<file path="src/design/gio_pkg.sv">
package gio_pkg;
  // register byte addresses
  localparam logic [3:0]  CTRL_OFFS   = 4'h0;
  localparam logic [3:0]  STAT_OFFS   = 4'h4;
  // control field positions
  localparam int          F_MODE      = 0;
  localparam int          F_IN_REG    = 3;
  localparam int          F_IN_EDGE   = 4;
  localparam int          F_OUT_REG   = 5;
  localparam int          F_OUT_EDGE  = 6;
  localparam int          F_OE_REG    = 7;
  localparam int          F_OE_EDGE   = 8;
  localparam int          F_OUT_INV   = 9;
  localparam int          F_DOUBLE_EDGE_IO_IN   = 10;
  localparam int          F_DOUBLE_EDGE_IO_OUT  = 11;
  localparam int          F_ALIGN     = 12;
  localparam int          F_PULL_DOWN = 14;
  localparam int          F_USER_MODE = 15;
  localparam int          F_SERDES    = 16;
  localparam int          CTRL_W      = 17;
  localparam logic [16:0] CTRL_RST    = 17'h00000;
  // serializer ratio
  localparam int          SER_RATIO   = 4;
  // axi responses
  localparam logic [1:0]  RESP_OKAY   = 2'h0;
  localparam logic [1:0]  RESP_SLVERR = 2'h2;

  typedef enum logic [2:0] {
    GIO_UNUSED, GIO_INPUT, GIO_OUTPUT, GIO_BIDIR, GIO_CLKOUT, GIO_ALTIN
  } gio_mode_t;

  typedef enum logic [1:0] {ALIGN_NORMAL, ALIGN_RESYNC, ALIGN_PIPE} gio_align_t;
endpackage : gio_pkg

</file>
<file path="src/design/gio_io_logic.sv">
// Added by the designer: the address map and register access over AXI4-Lite.
`timescale 1ns/1ps
`default_nettype none
module gio_io_logic
  import gio_pkg::*;
#(
  parameter int ADDR_W         = 4,
  parameter bit HIGH_SPEED_PAD = 1'b1
) (
  // clock and reset
  input  wire logic              ref_clk,
  input  wire logic              rstn,
  // axi4-lite slave
  input  wire logic [ADDR_W-1:0] s_axi_awaddr,
  input  wire logic              s_axi_awvalid,
  output logic                   s_axi_awready,
  input  wire logic [31:0]       s_axi_wdata,
  input  wire logic [3:0]        s_axi_wstrb,
  input  wire logic              s_axi_wvalid,
  output logic                   s_axi_wready,
  output logic [1:0]             s_axi_bresp,
  output logic                   s_axi_bvalid,
  input  wire logic              s_axi_bready,
  input  wire logic [ADDR_W-1:0] s_axi_araddr,
  input  wire logic              s_axi_arvalid,
  output logic                   s_axi_arready,
  output logic [31:0]            s_axi_rdata,
  output logic [1:0]             s_axi_rresp,
  output logic                   s_axi_rvalid,
  input  wire logic              s_axi_rready,
  // core fabric
  input  wire logic [3:0]        coreOut,
  input  wire logic              coreOe,
  input  wire logic              sampleClock,
  input  wire logic              driveClock,
  input  wire logic              clkTree,
  output logic [3:0]             coreIn,
  output logic                   altOut,
  // pad
  input  wire logic              padI,
  output logic                   padO,
  output logic                   padOe,
  output logic                   pullUpEn,
  output logic                   pullDownEn
);

  logic [CTRL_W-1:0] ctrl_q;
  logic              bvalid_q;
  logic [1:0]        bresp_q;
  logic              rvalid_q;
  logic [31:0]       rdata_q;
  logic [1:0]        rresp_q;
  logic              scLast_q;
  logic              dcLast_q;
  logic              inQ_q;
  logic              riseQ_q;
  logic              fallQ_q;
  logic              alignRise_q;
  logic              alignFall_q;
  logic [3:0]        deShift_q;
  logic [3:0]        deWord_q;
  logic [1:0]        deCnt_q;
  logic              outQ_q;
  logic              dHiQ_q;
  logic              dLoQ_q;
  logic              oeQ_q;
  logic [3:0]        serHold_q;
  logic              serBit_q;
  logic [1:0]        serCnt_q;
  logic              wrGo;
  logic              rdGo;
  logic [31:0]       wMask;
  logic [31:0]       statWord;
  logic              sRise;
  logic              sFall;
  logic              dRise;
  logic              dFall;
  logic              inSel;
  logic              outSel;
  logic              oeSel;
  logic              inActive;
  logic              outActive;
  logic              serOn;
  logic              userMode;
  logic              ddioIn;
  logic              ddioOut;
  logic              regd;
  logic              ddioBit;
  logic              dataVal;
  logic              driveVal;
  logic              oeEff;
  gio_mode_t         mode;
  gio_align_t        align;

  // ---- axi4-lite slave
  assign wrGo          = s_axi_awvalid & s_axi_wvalid & ~bvalid_q;
  assign rdGo          = s_axi_arvalid & ~rvalid_q;
  assign s_axi_awready = wrGo;
  assign s_axi_wready  = wrGo;
  assign s_axi_arready = rdGo;
  assign s_axi_bvalid  = bvalid_q;
  assign s_axi_bresp   = bresp_q;
  assign s_axi_rvalid  = rvalid_q;
  assign s_axi_rdata   = rdata_q;
  assign s_axi_rresp   = rresp_q;
  assign wMask = {{8{s_axi_wstrb[3]}}, {8{s_axi_wstrb[2]}},
                  {8{s_axi_wstrb[1]}}, {8{s_axi_wstrb[0]}}};
  assign statWord = {24'h000000, deWord_q, fallQ_q, riseQ_q, padOe, padI};

  always_ff @(posedge ref_clk or negedge rstn) begin
    if (!rstn) begin
      bvalid_q <= 1'b0;
      bresp_q  <= RESP_OKAY;
    end else if (wrGo) begin
      bvalid_q <= 1'b1;
      bresp_q  <= (s_axi_awaddr == ADDR_W'(CTRL_OFFS)) ? RESP_OKAY : RESP_SLVERR;
    end else if (s_axi_bready) begin
      bvalid_q <= 1'b0;
    end
  end

  always_ff @(posedge ref_clk or negedge rstn) begin
    if (!rstn) begin
      ctrl_q <= CTRL_RST;
    end else if (wrGo && s_axi_awaddr == ADDR_W'(CTRL_OFFS)) begin
      ctrl_q <= (ctrl_q & ~wMask[CTRL_W-1:0]) | (s_axi_wdata[CTRL_W-1:0] & wMask[CTRL_W-1:0]);
    end
  end

  always_ff @(posedge ref_clk or negedge rstn) begin
    if (!rstn) begin
      rvalid_q <= 1'b0;
      rdata_q  <= 32'h00000000;
      rresp_q  <= RESP_OKAY;
    end else if (rdGo) begin
      rvalid_q <= 1'b1;
      rresp_q  <= RESP_OKAY;
      if (s_axi_araddr == ADDR_W'(CTRL_OFFS)) begin
        rdata_q <= {{(32-CTRL_W){1'b0}}, ctrl_q};
      end else if (s_axi_araddr == ADDR_W'(STAT_OFFS)) begin
        rdata_q <= statWord;
      end else begin
        rdata_q <= 32'h00000000;
        rresp_q <= RESP_SLVERR;
      end
    end else if (s_axi_rready) begin
      rvalid_q <= 1'b0;
    end
  end

  // ---- configuration decode
  assign mode     = gio_mode_t'(ctrl_q[F_MODE +: 3]);
  assign align    = gio_align_t'(ctrl_q[F_ALIGN +: 2]);
  assign userMode = ctrl_q[F_USER_MODE];
  assign ddioIn   = ctrl_q[F_DOUBLE_EDGE_IO_IN];
  assign ddioOut  = ctrl_q[F_DOUBLE_EDGE_IO_OUT];
  assign inActive  = userMode & (mode == GIO_INPUT || mode == GIO_BIDIR);
  assign outActive = userMode & (mode == GIO_OUTPUT || mode == GIO_BIDIR);
  // serdes exists on the high-speed variant only, never with double-edge
  assign serOn = HIGH_SPEED_PAD & ctrl_q[F_SERDES] & ~ddioIn & ~ddioOut;

  // ---- clock edge detection on the sampled fabric clocks
  always_ff @(posedge ref_clk or negedge rstn) begin
    if (!rstn) begin
      scLast_q <= 1'b0;
      dcLast_q <= 1'b0;
    end else begin
      scLast_q <= sampleClock;
      dcLast_q <= driveClock;
    end
  end
  assign sRise  = sampleClock & ~scLast_q;
  assign sFall  = ~sampleClock & scLast_q;
  assign dRise  = driveClock & ~dcLast_q;
  assign dFall  = ~driveClock & dcLast_q;
  assign inSel  = ctrl_q[F_IN_EDGE] ? sFall : sRise;
  assign outSel = ctrl_q[F_OUT_EDGE] ? dFall : dRise;
  assign oeSel  = ctrl_q[F_OE_EDGE] ? dFall : dRise;

  // ---- receive registers
  always_ff @(posedge ref_clk or negedge rstn) begin
    if (!rstn) begin
      inQ_q       <= 1'b0;
      riseQ_q     <= 1'b0;
      fallQ_q     <= 1'b0;
      alignRise_q <= 1'b0;
      alignFall_q <= 1'b0;
    end else if (inActive) begin
      if (inSel) inQ_q <= padI;
      if (sRise) riseQ_q <= padI;
      if (sFall) fallQ_q <= padI;
      if (sRise) begin
        alignRise_q <= riseQ_q;
        alignFall_q <= fallQ_q;
      end
    end
  end

  // deserializer: first bit lands in bit 0
  always_ff @(posedge ref_clk or negedge rstn) begin
    if (!rstn) begin
      deShift_q <= 4'h0;
      deWord_q  <= 4'h0;
      deCnt_q   <= 2'h0;
    end else if (inActive && serOn && inSel) begin
      deShift_q <= {padI, deShift_q[3:1]};
      deCnt_q   <= deCnt_q + 2'h1;
      if (deCnt_q == 2'(SER_RATIO - 1)) deWord_q <= {padI, deShift_q[3:1]};
    end
  end

  always_comb begin
    coreIn = 4'h0;
    if (!inActive) begin
      coreIn = 4'h0;
    end else if (serOn) begin
      coreIn = deWord_q;
    end else if (ddioIn) begin
      unique case (align)
        ALIGN_RESYNC: coreIn = {2'h0, alignFall_q, riseQ_q};
        ALIGN_PIPE:   coreIn = {2'h0, alignFall_q, alignRise_q};
        default:      coreIn = {2'h0, fallQ_q, riseQ_q};
      endcase
    end else begin
      coreIn = {3'h0, ctrl_q[F_IN_REG] ? inQ_q : padI};
    end
  end

  // alternate path: pure wire, only in alternate-input mode
  assign altOut = (userMode && mode == GIO_ALTIN) ? padI : 1'b0;

  // ---- drive registers
  always_ff @(posedge ref_clk or negedge rstn) begin
    if (!rstn) begin
      outQ_q <= 1'b0;
      dHiQ_q <= 1'b0;
      dLoQ_q <= 1'b0;
      oeQ_q  <= 1'b0;
    end else if (outActive) begin
      if (outSel) outQ_q <= coreOut[0];
      if (dRise) dHiQ_q <= coreOut[0];
      if (dFall) dLoQ_q <= coreOut[1];
      if (oeSel) oeQ_q <= coreOe;
    end
  end

  // serializer: word loaded every fourth edge, bit 0 first
  always_ff @(posedge ref_clk or negedge rstn) begin
    if (!rstn) begin
      serHold_q <= 4'h0;
      serBit_q  <= 1'b0;
      serCnt_q  <= 2'h0;
    end else if (outActive && serOn && outSel) begin
      serCnt_q <= serCnt_q + 2'h1;
      serBit_q <= (serCnt_q == 2'h0) ? coreOut[0] : serHold_q[serCnt_q];
      if (serCnt_q == 2'h0) serHold_q <= coreOut;
    end
  end

  assign ddioBit  = dcLast_q ? dHiQ_q : dLoQ_q;
  assign regd     = serOn | ddioOut | ctrl_q[F_OUT_REG];
  assign dataVal  = serOn ? serBit_q : ddioOut ? ddioBit :
                    ctrl_q[F_OUT_REG] ? outQ_q : coreOut[0];
  assign driveVal = dataVal ^ (ctrl_q[F_OUT_INV] & regd);

  always_comb begin
    oeEff = 1'b0;
    if (userMode) begin
      unique case (mode)
        GIO_CLKOUT:            oeEff = 1'b1;
        GIO_OUTPUT, GIO_BIDIR: oeEff = ctrl_q[F_OE_REG] ? oeQ_q : coreOe;
        default:               oeEff = 1'b0;
      endcase
    end
  end

  assign padOe = oeEff;
  assign padO  = !oeEff ? 1'b0 : (mode == GIO_CLKOUT) ? clkTree : driveVal;
  assign pullUpEn   = ~userMode | (mode == GIO_UNUSED & ~ctrl_q[F_PULL_DOWN]);
  assign pullDownEn = userMode & mode == GIO_UNUSED & ctrl_q[F_PULL_DOWN];
endmodule : gio_io_logic
`default_nettype wire

</file>
<file path="config.mk">
export PLATFORM = sky130hd
export DESIGN_NAME = gio_io_logic
export DESIGN_NICKNAME = d
export VERILOG_FILES = /design/src/design/gio_pkg.sv /design/src/design/gio_io_logic.sv
export SDC_FILE = /design/constraint.sdc
export NUM_CORES = 1
export LEC_CHECK = 0
export BUFFER_PORTS_ARGS = -buffer_cell sky130_fd_sc_hd__buf_2
export CAP_MARGIN = 20
export CORE_MARGIN = 3
export CORE_UTILIZATION = 47
export CTS_BUF_LIST = sky130_fd_sc_hd__clkbuf_8
export CTS_CLUSTER_DIAMETER = 50
export DETAILED_ROUTE_END_ITERATION = 12
export MAX_ROUTING_LAYER = met4
export PLACE_DENSITY = 0.79
export SYNTH_ARGS = -nofsm -noshare
export SYNTH_HDL_FRONTEND = slang
export SYNTH_SLANG_ARGS = --single-unit
</file>
<file path="constraint.sdc">
create_clock -name ref_clk -period 1.9 [get_ports ref_clk]
set_input_delay 0 -clock ref_clk [delete_from_list [all_inputs] [get_ports ref_clk]]
set_output_delay 0 -clock ref_clk [all_outputs]
set_load 0.05 [all_outputs]
</file>
==> out/qor.yml <==
die:
  start_util: 0.488
  pin_count: 110
  core_um2: 6420
  dieArea_um2: 7680
  dieHeight_um: 87.7
  dieWidth_um: 87.7
  row_count: 29
synthesis:
  synth_ff_type: "dfrtp_1"
  synthesis.area_um2: 3130
  yosys.area.top_type: "dfrtp_1"
  ys_types: 45
  syn_avg_cell_area_um2: 12.1
  synthArstFlopShare: 1.00
  yosys-top-cells-count: "dfrtp_1, mux2_2, buf_4, nand2_1, inv_1"
  synth.most_common_cell: "dfrtp_1"
  synth_edf_count: 0
  ys_seq_area_frac: 0.519
  yosysTopAreaCellShare: 0.519
  ys_ff_latch: 65
  synth_area_leaders: "dfrtp_1, mux2_2, buf_4"
  yosys_warnings: 0
  synthCells: 259
finish:
  regArea_um2: 1630
  area_delta_synth_final_pct: 34.1
  nets: 446
  antenna_cells: 0
  fillCellCount: 471
  final_util: 0.655
  multi_input_area_um2: 1410
  drive_gt1_frac: 0.437
  design_area_um2: 4200
worst_hold_path:
  hold_path.class: "in2reg"
critical_path:
  cp_cell_sequence: "or3b_4 > a2111o_1 > or2_4 > mux2_4"
  cp-end-kind: "flip-flop"
  required_ns: 2.12
  arrival_ns: 2.09
  slowest_delay_ns: 0.40
  crit_slowest_cell: "or3b_4"
  critPathLaunchType: "flip-flop"
  cp_max_fo: 4
  criticalPathCategory: "reg2reg"
placed_design:
  gp_congestion: 0.791
  dp_hpwl_mm: 5.18
  detailed_place.area_um2: 3610
  portBuffers: 76
routing:
  drt_iter0_drc: 93
  viasPerCell: 5.23
  ant_nets: 0
  drc: 0
  drt_wl_total_mm: 7.59
  wire_per_inst_um: 16.3
  vias: 2427
  dr.pass1.iters: 5
cts:
  cts_root_buffer: "clkbuf_8"
  numCtsBuffers: 9
  clock_tree.buffer_depth: 2
  cts_tree: "yes"
  htree_levels: 3
  clk_latency_ns: 0.34
  cts.clk_slew.worst_paths_ns: 0.07
  cts.sinks: 65
grt:
  grt_pass1_wl_mm: 11.9
  antenna_found_initial: 0
  track_usage: 0.211
  grt_max_degree: 27
  grt_pass1_vias: 2437
  grt-ovfl-total: 0
timing:
  skew_ns: 0.00725
  post-route-min-period_ns: 1.87
  timing.hold.ws_ns: 0.0362
  fmax_mhz: 535
  setup-violations-final: 0
  hold_viol_final: 0
  finalSetupTns_ns: 0
  rsz0062_at_grt: "true"
  worstMarginPinSlew_ns: 0.514
  worst_slew_margin_rel: 0.657
  fin_crit_sh: 0.985
  drv_slew: 0
flow_run:
  max_cap_violations: 0
pwr:
  p_leak_nw: 2.14
  p_total_mw: 3.31
  p_per_area_nw_per_um2: 788
  peakVddDrop_v: 0.000524
run_status:
  outcome: "complete, no violations"
## where the power goes
part	internal [mW]	switching (mW)
logic	0.256	0.373
clock network	0.623	0.518
registers	1.46	0.0800
## stage by stage
stage / std cells / worst slack, ns
6_report: 464 / 0.0291
5_1_grt: 464 / -0.0296
4_1_cts: 462 / 0.0101
3_5_place_dp: 414 / -0.0110
3_3_place_gp: 414 / 0.0418
2_1_floorplan: 275 / -0.0854
## area by class of cell
class,instances,share of cell area
sequential,65,0.389
multi-input combinational,171,0.335
timing repair buffer,124,0.198
inverter,11,0.00982
clock inverter,6,0.0122
tap,77,0.0229
clock buffer,10,0.0327
## logic make-up after synthesis
group | share of synthesized area
other | 0.00120
xor gates and xnor gates | 0.00559
buffers and inverters | 0.0707
and+or+nand+nor | 0.103
adders and majority gates | 0.0160
muxes | 0.195
DFF | 0.519
AOI/OAI and AO/OA | 0.0902
## layer usage
layer / wire length [µm] / part of all wire / GRT usage
met1: 3340 / 0.44 / 0.269
met2: 3700 / 0.49 / 0.321
met3: 398 / 0.052 / 0.0461
met4: 148 / 0.020 / 0.0962
met5: 0 / 0 / -
## layout by cell type (no fill, tap or decap), types with 4 or more instances in the layout
cell | synthesis | final
nor2_1 | 6 | 5
buf_4 | 18 | 20
a21oi_1 | 7 | 5
mux2i_1 | 10 | 10
o31ai_1 | 8 | 8
nand2_1 | 15 | 15
conb_1 | 1 | 17
mux2_4 | 4 | 4
clkbuf_8 | 0 | 10
inv_1 | 11 | 13
dlygate4sd3_1 | 0 | 29
nor3b_1 | 6 | 6
dfrtp_2 | 0 | 6
mux2_2 | 38 | 38
buf_2 | 0 | 71
a22o_1 | 9 | 9
nand3b_1 | 6 | 6
o21ai_0 | 5 | 4
nand3_1 | 4 | 4
dfrtp_1 | 65 | 59
## what timing repair did
item,4_1_cts,5_1_grt
hold buffers,29,0
pin swaps,1,2
setup buffers,3,2
endpoints found under the hold margin,49,0
endpoints found under the setup margin,7,12
gates resized for setup,13,13
## critical path: cells and delay by family (launching register included)
| kind | cells | cell delay, ns |
|---|---|---|
| muxes | 1 | 0.30 |
| and+or+nand+nor | 2 | 0.67 |
| DFF | 1 | 0.39 |
| AOI/OAI and AO/OA | 1 | 0.39 |
## path summary, 6_finish.rpt
kind	from	endpoint	slack, ns	cells past startpoint
worst max-delay path	flip-flop	deWord_q[3]	0.03	4
worst min-delay path	padI	riseQ_q	0.04	2
worst max register to register	flip-flop	deWord_q[3]	0.03	4
worst min register to register	s_axi_rdata[0]	s_axi_rdata[0]	0.48	2
max in group asynchronous	rstn	async pin	1.02	3
min in group asynchronous	rstn	serHold_q[2]	0.15	2
Power figures use the tool's default switching activity.
